--- src/hw/sca_consts.vh ---
`ifndef SCA_CONSTS_VH
`define SCA_CONSTS_VH

// Register byte offsets.
`define SCA_OFF_ADDR_MASK 8'h40
`define SCA_OFF_LEAD_TRAIL 8'h44
`define SCA_OFF_TIMER_CFG 8'h48
`define SCA_OFF_VERSION 8'h4C
`define SCA_OFF_EVT_FLAGS 8'h50
`define SCA_OFF_EVT_MASK 8'h54

// Reset values.
`define SCA_RST_ADDR_MASK 32'h0000_0000
`define SCA_RST_LEAD_TRAIL 32'h0000_0000
`define SCA_RST_TIMER_CFG 32'h0000_0000
`define SCA_RST_EVT_MASK 32'h0707_FD3F

// Event bit positions.
`define SCA_EV_RX_START 0
`define SCA_EV_RX_LEVEL 1
`define SCA_EV_RX_DONE 2
`define SCA_EV_RX_REC_OVF 3
`define SCA_EV_RX_DATA_OVF 4
`define SCA_EV_RX_LOST 5
`define SCA_EV_TIMER 8
`define SCA_EV_RX_DMA_NOTIFY 10
`define SCA_EV_TX_DMA_NOTIFY 11
`define SCA_EV_RX_DMA_DONE 12
`define SCA_EV_TX_DMA_DONE 13
`define SCA_EV_RX_DMA_HALT 14
`define SCA_EV_TX_DMA_HALT 15
`define SCA_EV_TX_LEVEL 16
`define SCA_EV_ALL_SENT 17
`define SCA_EV_TX_UNDERRUN 18
`define SCA_EV_CTS_CHG 24
`define SCA_EV_DSR_CHG 25
`define SCA_EV_CD_CHG 26
`define SCA_EV_VALID 32'h0707_FD3F

// Field positions.
`define SCA_LEAD_CNT_MSB 31
`define SCA_LEAD_CNT_LSB 24
`define SCA_LEAD_PAT_MSB 23
`define SCA_LEAD_PAT_LSB 16
`define SCA_TRAIL_CNT_MSB 15
`define SCA_TRAIL_CNT_LSB 8
`define SCA_TRAIL_PAT_MSB 7
`define SCA_TRAIL_PAT_LSB 0
`define SCA_TMR_SEL_MSB 1
`define SCA_TMR_SEL_LSB 0
`define SCA_TMR_ONESHOT 2
`define SCA_TMR_CNT_MSB 31
`define SCA_TMR_CNT_LSB 3

// Timer clock source codes.
`define SCA_TSEL_OSC 2'h0
`define SCA_TSEL_TXCLK 2'h1
`define SCA_TSEL_RXCLK 2'h2
`define SCA_TSEL_BUS 2'h3

// Receive frame start modes.
`define SCA_FMODE_ADDR 2'h0
`define SCA_FMODE_FLAG 2'h1
`define SCA_FMODE_SYNC 2'h2

// Queue limits.
`define SCA_REC_LIMIT 10'h200
`define SCA_RXFIFO_DEPTH 14'h2000

// AHB transfer codes.
`define SCA_HTRANS_NONSEQ 2'h2
`define SCA_HTRANS_SEQ 2'h3

`endif

--- src/hw/sca_aux_regs.v ---
// The AHB-Lite register port was left to the implementer.
`timescale 1ns/100ps
`include "sca_consts.vh"

module sca_aux_regs #(
    parameter [7:0] FW_REVISION = 8'h01,
    // Arbitrary neutral identity values.
    parameter [7:0] BUS_REVISION = 8'h01,
    parameter [15:0] BUS_DEVICE_ID = 16'h0001
) (
    input wire clock,
    input wire resetn,
    input wire hsel,
    input wire [31:0] haddr,
    input wire [1:0] htrans,
    input wire hwrite,
    input wire [2:0] hsize,
    input wire [31:0] hwdata,
    input wire hready,
    output reg hreadyout,
    output reg hresp,
    output reg [31:0] hrdata,
    output reg irq,
    input wire [15:0] rxAddress,
    input wire rxAddrStrobe,
    input wire addr16Mode,
    input wire [15:0] stationCompare,
    input wire [15:0] groupCompare,
    input wire [1:0] frameStartMode,
    input wire rxStartFlag,
    input wire rxFrameSyncInput,
    output reg addrMatch,
    output reg addrMatchValid,
    input wire [13:0] rxLevel,
    input wire [13:0] rxLevelThreshold,
    input wire rxDataPush,
    input wire rxRecordWrite,
    input wire rxStatusAppend,
    input wire [9:0] rxRecordCount,
    input wire rxMessageStore,
    output reg rxFrameLostTag,
    input wire oscTick,
    input wire txClockTick,
    input wire rxClockTick,
    input wire txDescStop,
    input wire rxDescStop,
    input wire txDescFrameEnd,
    input wire rxDescFrameEnd,
    input wire txDescNotify,
    input wire rxDescNotify,
    input wire txResume,
    input wire rxResume,
    output reg txDmaHalted,
    output reg rxDmaHalted,
    input wire [13:0] txLevel,
    input wire [13:0] txLevelThreshold,
    input wire transmitFrameCmd,
    input wire txActive,
    input wire [31:0] txPushedCount,
    input wire [31:0] txFrameLength,
    input wire leadStart,
    input wire trailStart,
    input wire patternTaken,
    output reg [7:0] patternByte,
    output reg patternValid,
    output reg stuffInhibit,
    input wire clearToSend,
    input wire dataSetReady,
    input wire carrierDetect
);

    localparam [2:0] ST_IDLE = 3'b001;
    localparam [2:0] ST_LEAD = 3'b010;
    localparam [2:0] ST_TRAIL = 3'b100;

    reg [31:0] addrMask_q;
    reg [31:0] leadTrail_q;
    reg [31:0] timerCfg_q;
    reg [31:0] evtFlags_q;
    reg [31:0] evtMask_q;
    reg [7:0] wrAddr_q;
    reg wrPend_q;
    reg [28:0] timerCnt_q;
    reg timerRun_q;
    reg rxAboveThr_q;
    reg txBelowThr_q;
    reg txActive_q;
    reg cts_q;
    reg dsr_q;
    reg cd_q;
    reg [2:0] seqState_q;
    reg [7:0] seqLeft_q;
    reg [31:0] rdData;
    reg [31:0] evt;
    reg timerTick;

    wire addrPhase = hsel & hready & (htrans == `SCA_HTRANS_NONSEQ || htrans == `SCA_HTRANS_SEQ);
    wire wrHit = wrPend_q;
    wire [31:0] wrVal = hwdata;
    wire [15:0] stationMask = addrMask_q[31:16];
    wire [15:0] groupMask = addrMask_q[15:0];
    wire [15:0] widthMask = addr16Mode ? 16'hFFFF : 16'h00FF;
    wire stationHit = &(~((rxAddress ^ stationCompare) & ~stationMask & widthMask));
    wire groupHit = &(~((rxAddress ^ groupCompare) & ~groupMask & widthMask));
    wire [28:0] timerReload = timerCfg_q[`SCA_TMR_CNT_MSB:`SCA_TMR_CNT_LSB];
    wire timerExpire = timerRun_q & timerTick & (timerCnt_q == 29'h0000_0000);
    wire rxAboveThr = rxLevel > rxLevelThreshold;
    wire txBelowThr = txLevel < txLevelThreshold;
    wire frameStart;

    //////////////////////////////////////////////////////////////////////////////////
    // Frame start select.
    assign frameStart = (frameStartMode == `SCA_FMODE_ADDR) ? (rxAddrStrobe & (stationHit | groupHit)) :
                        (frameStartMode == `SCA_FMODE_FLAG) ? rxStartFlag :
                        (frameStartMode == `SCA_FMODE_SYNC) ? rxFrameSyncInput : 1'b0;

    //////////////////////////////////////////////////////////////////////////////////
    // Read mux, sampled in the address phase.
    always @* begin
        rdData = 32'h0000_0000;
        case (haddr[7:0])
            `SCA_OFF_ADDR_MASK: rdData = addrMask_q;
            `SCA_OFF_LEAD_TRAIL: rdData = leadTrail_q;
            `SCA_OFF_TIMER_CFG: rdData = timerCfg_q;
            `SCA_OFF_VERSION: rdData = {BUS_DEVICE_ID, BUS_REVISION, FW_REVISION};
            `SCA_OFF_EVT_FLAGS: rdData = evtFlags_q;
            `SCA_OFF_EVT_MASK: rdData = evtMask_q;
            default: rdData = 32'h0000_0000;
        endcase
    end

    //////////////////////////////////////////////////////////////////////////////////
    // Timer source select.
    always @* begin
        case (timerCfg_q[`SCA_TMR_SEL_MSB:`SCA_TMR_SEL_LSB])
            `SCA_TSEL_OSC: timerTick = oscTick;
            `SCA_TSEL_TXCLK: timerTick = txClockTick;
            `SCA_TSEL_RXCLK: timerTick = rxClockTick;
            `SCA_TSEL_BUS: timerTick = 1'b1;
            default: timerTick = 1'b0;
        endcase
    end

    //////////////////////////////////////////////////////////////////////////////////
    // Raw events, before masking.
    always @* begin
        evt = 32'h0000_0000;
        evt[`SCA_EV_RX_START] = frameStart;
        evt[`SCA_EV_RX_LEVEL] = rxAboveThr & ~rxAboveThr_q;
        evt[`SCA_EV_RX_DONE] = rxRecordWrite | rxStatusAppend;
        evt[`SCA_EV_RX_REC_OVF] = rxRecordWrite & (rxRecordCount >= `SCA_REC_LIMIT);
        evt[`SCA_EV_RX_DATA_OVF] = rxDataPush & (rxLevel >= `SCA_RXFIFO_DEPTH);
        evt[`SCA_EV_RX_LOST] = frameStart & evtFlags_q[`SCA_EV_RX_DATA_OVF];
        evt[`SCA_EV_TIMER] = timerExpire;
        evt[`SCA_EV_RX_DMA_NOTIFY] = rxDescNotify;
        evt[`SCA_EV_TX_DMA_NOTIFY] = txDescNotify;
        evt[`SCA_EV_RX_DMA_DONE] = rxDescFrameEnd;
        evt[`SCA_EV_TX_DMA_DONE] = txDescFrameEnd;
        evt[`SCA_EV_RX_DMA_HALT] = rxDescStop;
        evt[`SCA_EV_TX_DMA_HALT] = txDescStop;
        // Falling below threshold, or send started below it.
        evt[`SCA_EV_TX_LEVEL] = (txBelowThr & ~txBelowThr_q) | (transmitFrameCmd & txBelowThr);
        evt[`SCA_EV_ALL_SENT] = txActive_q & ~txActive;
        evt[`SCA_EV_TX_UNDERRUN] = txActive_q & ~txActive & (txPushedCount < txFrameLength);
        evt[`SCA_EV_CTS_CHG] = clearToSend ^ cts_q;
        evt[`SCA_EV_DSR_CHG] = dataSetReady ^ dsr_q;
        evt[`SCA_EV_CD_CHG] = carrierDetect ^ cd_q;
    end

    //////////////////////////////////////////////////////////////////////////////////
    // Bus slave: no wait states, always OKAY.
    always @(posedge clock) begin
        if (!resetn) begin
            hreadyout <= 1'b0;
            hresp <= 1'b0;
            hrdata <= 32'h0000_0000;
            wrPend_q <= 1'b0;
            wrAddr_q <= 8'h00;
        end else begin
            hreadyout <= 1'b1;
            hresp <= 1'b0;
            wrPend_q <= addrPhase & hwrite;
            if (addrPhase) begin
                wrAddr_q <= haddr[7:0];
            end
            if (addrPhase & ~hwrite) begin
                hrdata <= rdData;
            end
        end
    end

    //////////////////////////////////////////////////////////////////////////////////
    // Configuration registers.
    always @(posedge clock) begin
        if (!resetn) begin
            addrMask_q <= `SCA_RST_ADDR_MASK;
            leadTrail_q <= `SCA_RST_LEAD_TRAIL;
            timerCfg_q <= `SCA_RST_TIMER_CFG;
            evtMask_q <= `SCA_RST_EVT_MASK;
        end else if (wrHit) begin
            if (wrAddr_q == `SCA_OFF_ADDR_MASK) begin
                addrMask_q <= wrVal;
            end
            if (wrAddr_q == `SCA_OFF_LEAD_TRAIL) begin
                leadTrail_q <= wrVal;
            end
            if (wrAddr_q == `SCA_OFF_TIMER_CFG) begin
                timerCfg_q <= wrVal;
            end
            if (wrAddr_q == `SCA_OFF_EVT_MASK) begin
                evtMask_q <= wrVal & `SCA_EV_VALID;
            end
        end
    end

    //////////////////////////////////////////////////////////////////////////////////
    // Event flags. A set in the clearing cycle wins, so no event is lost.
    always @(posedge clock) begin
        if (!resetn) begin
            evtFlags_q <= 32'h0000_0000;
            irq <= 1'b0;
        end else begin
            // Write one to clear; set wins.
            evtFlags_q <= (evtFlags_q & ~((wrHit && wrAddr_q == `SCA_OFF_EVT_FLAGS) ? wrVal : 32'h0000_0000))
                          | (evt & ~evtMask_q & `SCA_EV_VALID);
            irq <= |(evtFlags_q & ~evtMask_q);
        end
    end

    //////////////////////////////////////////////////////////////////////////////////
    // Timer. A write to its register restarts it from the new count.
    always @(posedge clock) begin
        if (!resetn) begin
            timerCnt_q <= 29'h0000_0000;
            timerRun_q <= 1'b0;
        end else if (wrHit && wrAddr_q == `SCA_OFF_TIMER_CFG) begin
            timerCnt_q <= wrVal[`SCA_TMR_CNT_MSB:`SCA_TMR_CNT_LSB];
            timerRun_q <= 1'b1;
        end else if (timerExpire) begin
            // Count plus one ticks per period.
            timerCnt_q <= timerReload;
            timerRun_q <= ~timerCfg_q[`SCA_TMR_ONESHOT];
        end else if (timerRun_q & timerTick) begin
            timerCnt_q <= timerCnt_q - 29'h0000_0001;
        end
    end

    //////////////////////////////////////////////////////////////////////////////////
    // Receive side state, DMA halt and edge history.
    always @(posedge clock) begin
        if (!resetn) begin
            addrMatch <= 1'b0;
            addrMatchValid <= 1'b0;
            rxFrameLostTag <= 1'b0;
            txDmaHalted <= 1'b0;
            rxDmaHalted <= 1'b0;
            rxAboveThr_q <= 1'b0;
            txBelowThr_q <= 1'b0;
            txActive_q <= 1'b0;
            cts_q <= 1'b0;
            dsr_q <= 1'b0;
            cd_q <= 1'b0;
        end else begin
            addrMatchValid <= rxAddrStrobe;
            if (rxAddrStrobe) begin
                addrMatch <= stationHit | groupHit;
            end
            if (frameStart & evtFlags_q[`SCA_EV_RX_DATA_OVF]) begin
                rxFrameLostTag <= 1'b1;
            end else if (rxMessageStore) begin
                rxFrameLostTag <= 1'b0;
            end
            // Halt until resume; a stop beats a resume.
            if (txDescStop) begin
                txDmaHalted <= 1'b1;
            end else if (txResume) begin
                txDmaHalted <= 1'b0;
            end
            if (rxDescStop) begin
                rxDmaHalted <= 1'b1;
            end else if (rxResume) begin
                rxDmaHalted <= 1'b0;
            end
            rxAboveThr_q <= rxAboveThr;
            txBelowThr_q <= txBelowThr;
            txActive_q <= txActive;
            cts_q <= clearToSend;
            dsr_q <= dataSetReady;
            cd_q <= carrierDetect;
        end
    end

    //////////////////////////////////////////////////////////////////////////////////
    // Lead and trailer sequencer; one byte per patternTaken.
    always @(posedge clock) begin
        if (!resetn) begin
            seqState_q <= ST_IDLE;
            seqLeft_q <= 8'h00;
            patternByte <= 8'h00;
            patternValid <= 1'b0;
            stuffInhibit <= 1'b0;
        end else begin
            case (seqState_q)
                ST_IDLE: begin
                    if (leadStart && leadTrail_q[`SCA_LEAD_CNT_MSB:`SCA_LEAD_CNT_LSB] != 8'h00) begin
                        seqState_q <= ST_LEAD;
                        seqLeft_q <= leadTrail_q[`SCA_LEAD_CNT_MSB:`SCA_LEAD_CNT_LSB];
                        patternByte <= leadTrail_q[`SCA_LEAD_PAT_MSB:`SCA_LEAD_PAT_LSB];
                        patternValid <= 1'b1;
                    end else if (trailStart && leadTrail_q[`SCA_TRAIL_CNT_MSB:`SCA_TRAIL_CNT_LSB] != 8'h00) begin
                        seqState_q <= ST_TRAIL;
                        seqLeft_q <= leadTrail_q[`SCA_TRAIL_CNT_MSB:`SCA_TRAIL_CNT_LSB];
                        patternByte <= leadTrail_q[`SCA_TRAIL_PAT_MSB:`SCA_TRAIL_PAT_LSB];
                        patternValid <= 1'b1;
                        stuffInhibit <= 1'b1;
                    end
                end
                ST_LEAD, ST_TRAIL: begin
                    if (patternTaken) begin
                        seqLeft_q <= seqLeft_q - 8'h01;
                        if (seqLeft_q == 8'h01) begin
                            seqState_q <= ST_IDLE;
                            patternValid <= 1'b0;
                            stuffInhibit <= 1'b0;
                        end
                    end
                end
                default: begin
                    seqState_q <= ST_IDLE;
                    patternValid <= 1'b0;
                    stuffInhibit <= 1'b0;
                end
            endcase
        end
    end

endmodule // sca_aux_regs

--- config.mk ---
export PLATFORM = sky130hd
export DESIGN_NAME = sca_aux_regs
export DESIGN_NICKNAME = d
export VERILOG_FILES = /design/src/hw/sca_aux_regs.v
export VERILOG_INCLUDE_DIRS = /design/src /design/src/hw
export SDC_FILE = /design/constraint.sdc
export NUM_CORES = 1
export LEC_CHECK = 0
export BUFFER_PORTS_ARGS = -buffer_cell sky130_fd_sc_hd__buf_2
export CAP_MARGIN = 40
export CORE_MARGIN = 1
export CORE_UTILIZATION = 54
export DETAILED_ROUTE_END_ITERATION = 8
export PLACE_DENSITY = 0.81
export SYNTH_ARGS = -nofsm -noshare
export SYNTH_HDL_FRONTEND = slang
export SYNTH_SLANG_ARGS = --single-unit
--- constraint.sdc ---
create_clock -name clock -period 3.3 [get_ports clock]
set_clock_uncertainty 0.2 [all_clocks]
set_input_delay 0.33 -clock clock [delete_from_list [all_inputs] [get_ports clock]]
set_output_delay 0.33 -clock clock [all_outputs]
set_load 0.01 [all_outputs]
### Word-level counts from Yosys, hierarchy flattened

Index checks and enable logic that the tools add are counted.

| operators by class | value |
|---|---|
| reduce and logical (&&, ||, !) cells | 29 |
| bitwise gates (word level) | 42 |
| magnitude comparators | 5 |
| eq/ne operators | 27 |
| add/sub/neg operators | 2 |
| muxes and demuxes | 37 |

Operators with widths:

| kind | count |
|---|---|
| $pmux W32 S6 | 1 |
| $eq A8 B7 Y1 const B | 11 |
| $mux W29 | 3 |
| $and A16 B16 Y16 | 4 |
| $and A32 B32 Y32 | 2 |
| $not A16 Y16 | 4 |
| $mux W8 | 5 |
| $lt A32 B32 Y1 | 1 |
| $mux W32 | 1 |
| $not A27 Y32 | 1 |
| $not A32 Y32 | 1 |
| $or A32 B27 Y32 | 1 |
| $reduce_and A16 Y1 | 2 |
| $reduce_or A32 Y1 | 1 |
| $xor A16 B16 Y16 | 2 |
| $logic_not A29 Y1 | 1 |
| $sub A29 B1 Y29 const B | 1 |
| $and A27 B27 Y27 | 1 |
| $mux W1 | 17 |
| $mux W16 | 1 |
| $pmux W8 S2 | 1 |
| $reduce_bool A8 Y1 | 2 |
| $and A1 B1 Y1 | 15 |
| $ge A14 B14 Y1 const B | 1 |
| other kinds (28) | 62 |

| word-level totals | value |
|---|---|
| input bits | 281 |
| output and inout bits | 50 |
| word-level logic and storage cells | 170 |
| bits in registers | 252 |

### Longest topological paths before layout

| logic depth | value |
|---|---|
| depth after elaboration | 11 |
| gate-level depth with buffers | 10 |
| depth with buffers taken out | 9 |

### Worst setup path after synthesis

OpenSTA, ideal clock, no wires.

| timing path | value |
|---|---|
| kind | reg2reg |
| from | reg timerCnt_q[0] |
| to | reg timerCnt_q[13] |
| required time | 2.967 ns |
| cell stages (with the launch flop) | 10 |
| path buffers | 1 |
| path slack | 0.556 ns |
| library setup time | 0.133 ns |
| arrival | 2.411 ns |
| clock period less this slack | 2.744 ns |
| cells stage by stage | dfxtp_1 -> inv_1 -> ha_1 -> or3b_1 -> or4_1 -> or4_4 -> buf_6 -> mux2_4 -> nand2_1 -> a31oi_1 |

| between the ends | value |
|---|---|
| cells in the longest elaborated chain, start to end | 4 |
| elaborated cells between the ends (all ways) | 7 |
| classes of those cells | add/sub: 1; mux: 3; bitwise: 1; reduce/logical: 2 |

RTL lines:

| what | line | source |
|---|---|---|
| from (decl) | sca_aux_regs.v:83 | `reg [28:0] timerCnt_q;` |
| from (signal assigned) | sca_aux_regs.v:237 | `` timerCnt_q <= wrVal[`SCA_TMR_CNT_MSB:`SCA_TMR_CNT_LSB]; `` |
| from (signal assigned) | sca_aux_regs.v:241 | `timerCnt_q <= timerReload;` |
| from (signal assigned) | sca_aux_regs.v:244 | `timerCnt_q <= timerCnt_q - 29'h0000_0001;` |
| $sub A29 B1 Y29 or $logic_not A29 Y1 (tied branches) | sca_aux_regs.v:244, sca_aux_regs.v:106 |  |
| $mux W29 or $and A1 B1 Y1 (tied branches) | sca_aux_regs.v:243, sca_aux_regs.v:106 |  |
| $mux W29 | sca_aux_regs.v:239 | `end else if (timerExpire) begin` |
| $mux W29 | sca_aux_regs.v:236 | `` end else if (wrHit && wrAddr_q == `SCA_OFF_TIMER_CFG) begin `` |

Several ways; a longest one is shown, not always the timed one. The select of a mux whose other input is x is not followed.
A chain may end at the register's enable or synchronous reset.

### Final worst setup path

| timing path | value |
|---|---|
| from | reg timerCnt_q[12] |
| to | reg timerCnt_q[13] |

Same word-level chain as after synthesis.

==> results <==
- The count of buffers inserted at the top-level ports is 292.
- The filler cells instantiated in the layout total 1,918.
- The highest-delay cell along the critical path is sky130_fd_sc_hd__or4_4.
- The share of total power dissipated in combinational logic is 0.093.
- The start-to-end type of the worst setup path is reg2reg.
- The number of endpoints with negative hold slack in the final report is 0.
- The half-perimeter wire length of the detailed placement result is 32,990 microns.
- The element type at the critical path end is a flip-flop.
- The area of the die is 24,870 sq um.
- After clock tree synthesis, the clock-pin slew on the worst setup and hold paths is 0.06 ns.
- The warning count from the yosys run is 0.
- The number of failing setup endpoints in the final timing report is 0.
- The post-route fraction of the period consumed by the critical path is 0.9177.
- The filler-free cell count of the finished design is 2,361.
- In the final layout, the share of cells above drive strength 1 is 0.1934.
- The clock insertion delay at the later pin of the skew report is 0.54 ns.
- The register area share after synthesis is 0.3853.
- The share of total power dissipated in sequential elements is 0.455.
- The synthesized design spends more area on one cell type than any other, namely sky130_fd_sc_hd__dfxtp_1.
- The number of max-capacitance violations reported is 0.
- The H-tree depth reported by CTS is 1.
- The run finished with clean final reports.
- The combined area of all synthesized cells is 13,090 sq um.
- The share of total power dissipated in the clock network is 0.452.
- Once placement completed, the tool counted placed cells totaling 2,251.
- Summed over all cells, the static leakage comes to 7.063 nW.
- The clock root buffer is sky130_fd_sc_hd__clkbuf_16.
- The number of cells produced by synthesis is 1,700.
- The delay of the slowest cell on the worst path is 0.81 ns.
- The number of antenna-violating nets in the routed design is 0.
- Ranked by total cell area, the synthesized netlist is headed by sky130_fd_sc_hd__dfxtp_1, sky130_fd_sc_hd__nand2_1, sky130_fd_sc_hd__a21oi_1.
- The analysis attributes to net switching a power of 1.570 mW.
- The violation count after the first detailed-routing iteration is 1,418.
- The kind of cell with the highest combined delay along the critical path is simple AND/OR/NAND/NOR gates.
- The internal power of the cells totals 5.166 mW.
- The die is 157.7 microns wide.
- sky130_fd_sc_hd__nand2_1 is the most common cell in the netlist.
- The number of nets in the final layout is 2,366.
- From bottom edge to top edge, the die measures 157.7 microns.
- TritonCTS built the clock tree.
- The worst setup path is launched from a flip-flop.
- The signal on the critical path passes through nor3_1 -> nand4b_1 -> or2_0 -> or4_4 -> mux2_4 -> nand2_1 -> a31oi_1.
- The worst hold-check path type is in2reg.
- The detailed-route via count is 13.96k.
- Overall power consumption after layout is estimated at 6.736 mW.
- The number of antenna violations at the first check in global routing was 0.
- The standard-cell row count is 56.
- Setup repair after global routing left no endpoint under its margin.
- The via count of the first global-routing pass came to 13.44k.
- The commonest cells after synthesis are sky130_fd_sc_hd__nand2_1, sky130_fd_sc_hd__dfxtp_1, sky130_fd_sc_hd__a21oi_1, sky130_fd_sc_hd__nor2_1, sky130_fd_sc_hd__inv_1.
- The share of synthesized area in the top cell type comes to 0.3853.
- The number of nets handed over by synthesis was 2,043.
- Measured on the finished design, the core utilization comes to 0.6947.
- The remaining global-route overflow is 0.
- The prevailing post-synth register cell is sky130_fd_sc_hd__dfxtp_1.
- The initial utilization of the core area, before any placement, comes to 0.5545.
- The highest clock frequency the design can meet is 330.2 MHz.
- IR analysis of the VDD net gives a maximum drop of 0.3185 mV.
- The mean instance size in the synthesized netlist is 7.702 sq um.
- For the worst setup path, the data arrival time is 3.23 ns.
- The final count of pins violating max slew is 0.
- The aggregate negative setup slack is 0 ns.
- The number of buffers created by CTS is 26.
- The aggregate global-route resource usage is 0.3632.
- The synthesis-to-layout area growth is 25.30%.
- The worst-case headroom to the max-slew limit is 0.4101.
- 0 antenna diodes ended up in the layout.
- The per-cell via count in the routed design is 5.912.
- The number of enable-type register cells in the synthesized netlist is 0.
- For this run, design rule violations remaining after detail routing come to 0.
- Of the total power, the share spent switching nets is 0.2331.
- After floorplanning, the core was sized to cover 23,610 sq um.
- The clock passes through at most 3 buffers.
- The number of ports placed on the die boundary is 331.
- The number of buffers and inverters on the critical path is 0.
- Power spread over the standard cell area amounts to 410.6 nW/um^2.
- The first TritonRoute pass finished after 5 iterations.
- The fraction of registers with async set or reset after synthesis is 0.
- The average wire length per cell after detail routing is 19.21 microns.
- The number of clock sinks is 252.
- The count of cell types in the netlist is 74.
- The worst hold slack is 0.02121 ns.
- Entering global routing, the biggest net connects 72 pins.
- The number of register bits inferred by synthesis is 252.
- For the worst setup path, the data required time is 3.51 ns.
- For the pin with the worst max-slew slack, the measured transition is 0.8767 ns.
- The last weighted congestion value of the routability-driven placer is 0.9431.
- Subtracting the final worst setup slack from the clock period gives 3.028 ns.
- In this run the worst path has a maximum fanout of 30.
- The wire length reported by the detailed router is 45,350 microns.
- The first global-routing pass estimated 70,120 microns of wire.
flip-flops by register name (all words and copies together) (netlist names), 19 cells and up:
register	cells
leadTrail_q	32
timerCnt_q	29
evtFlags_q	32
timerCfg_q	32
addrMask_q	32
hrdata	32
evtMask_q	19
layer usage:
layer | up-vias | GRT usage | wire length (microns)
met5 | - | 0 | 0
li1 | 6564 | - | -
met4 | 0 | 0.1780 | 2332
met1 | 6523 | 0.4706 | 17890
met3 | 151 | 0.05940 | 4409
met2 | 720 | 0.5853 | 20710
worst paths after layout:
path / endpoint / start / cells after the start / slack, ns
setup reg to reg: timerCnt_q[13] / timerCnt_q[12] / 7 / 0.27
setup / recovery: timerCnt_q[13] / timerCnt_q[12] / 7 / 0.27
hold reg to reg: evtFlags_q[1] / rxAboveThr_q / 1 / 0.23
hold / removal: wrAddr_q[3] / haddr[3] / 3 / 0.02
kinds of logic after synthesis:
logic type      share of synthesized area
fa+ha+maj                         0.05925
xor+xnor                          0.03077
flops                              0.3853
simple gates                       0.2176
mux                               0.03278
other cells                     0.0002864
compound gates                     0.2187
buf+inv                           0.05533
timing repair:
action | CTS | global route
buffers inserted | 0 | 0
endpoints found under the hold margin | 172 | 0
gates resized for setup | 0 | 0
hold buffers | 63 | 0
cell usage in the layout (no fill, tap or decap), types with 5 or more instances in the layout:
cell / n
sky130_fd_sc_hd__a221oi_1: 37
sky130_fd_sc_hd__xnor2_1: 40
sky130_fd_sc_hd__o221ai_1: 6
sky130_fd_sc_hd__inv_1: 91
sky130_fd_sc_hd__ha_1: 62
sky130_fd_sc_hd__o22ai_1: 26
sky130_fd_sc_hd__a31oi_1: 10
sky130_fd_sc_hd__xor2_1: 6
sky130_fd_sc_hd__nor3_1: 20
sky130_fd_sc_hd__clkbuf_16: 26
sky130_fd_sc_hd__or4_1: 8
sky130_fd_sc_hd__nand4_1: 15
sky130_fd_sc_hd__mux2i_1: 38
sky130_fd_sc_hd__nor4_1: 13
sky130_fd_sc_hd__a21oi_1: 196
sky130_fd_sc_hd__buf_4: 35
sky130_fd_sc_hd__a211oi_1: 15
sky130_fd_sc_hd__and3_1: 8
sky130_fd_sc_hd__nor2_1: 104
sky130_fd_sc_hd__nand2b_1: 11
sky130_fd_sc_hd__dfxtp_1: 252
sky130_fd_sc_hd__and2_1: 20
sky130_fd_sc_hd__nand3_1: 29
sky130_fd_sc_hd__a2bb2oi_1: 7
sky130_fd_sc_hd__nor2b_1: 12
sky130_fd_sc_hd__o21ai_0: 84
sky130_fd_sc_hd__clkbuf_8: 9
sky130_fd_sc_hd__nand2_1: 368
sky130_fd_sc_hd__buf_2: 292
sky130_fd_sc_hd__dlygate4sd3_1: 63
sky130_fd_sc_hd__a21o_1: 20
sky130_fd_sc_hd__clkbuf_1: 5
sky130_fd_sc_hd__o21a_1: 15
sky130_fd_sc_hd__o211ai_1: 22
worst min-delay path, stage by stage:
cell	delay, ns
sky130_fd_sc_hd__buf_2	0.21
sky130_fd_sc_hd__nand2_1	0.11
sky130_fd_sc_hd__a21oi_1	0.06
cell type report:
cell class	count	area, sq um	area share
inverters	92	347.8	0.02120
clock buffers	40	793.3	0.04836
multi-input cells	1260	7343	0.4476
flip-flops and latches	252	5045	0.3075
well taps	319	399.1	0.02433
clock inverters	7	101.3	0.006178
repair buffers	391	2375	0.1448
power by group through the flow:
stage | clock [mW] | combinational, mW | sequential, mW
2_1_floorplan | 0 | 0.269 | 3.13
3_5_place_dp | 0 | 0.557 | 3.13
6_report | 3.05 | 0.628 | 3.06
4_1_cts | 3.05 | 0.618 | 3.06
3_3_place_gp | 0 | 0.540 | 3.13
5_1_grt | 3.17 | 0.686 | 3.06
per-stage QoR:
stage / cell area (sq um) / worst slack [ns]
after floorplan: 13090 / 0.5564
after global placement: 14880 / 0.3373
after detailed placement: 14880 / 0.3218
after CTS: 16400 / 0.3094
after global routing: 16400 / 0.1602
final: 16400 / 0.2716
Note: power is estimated with default switching activity, not from simulation.
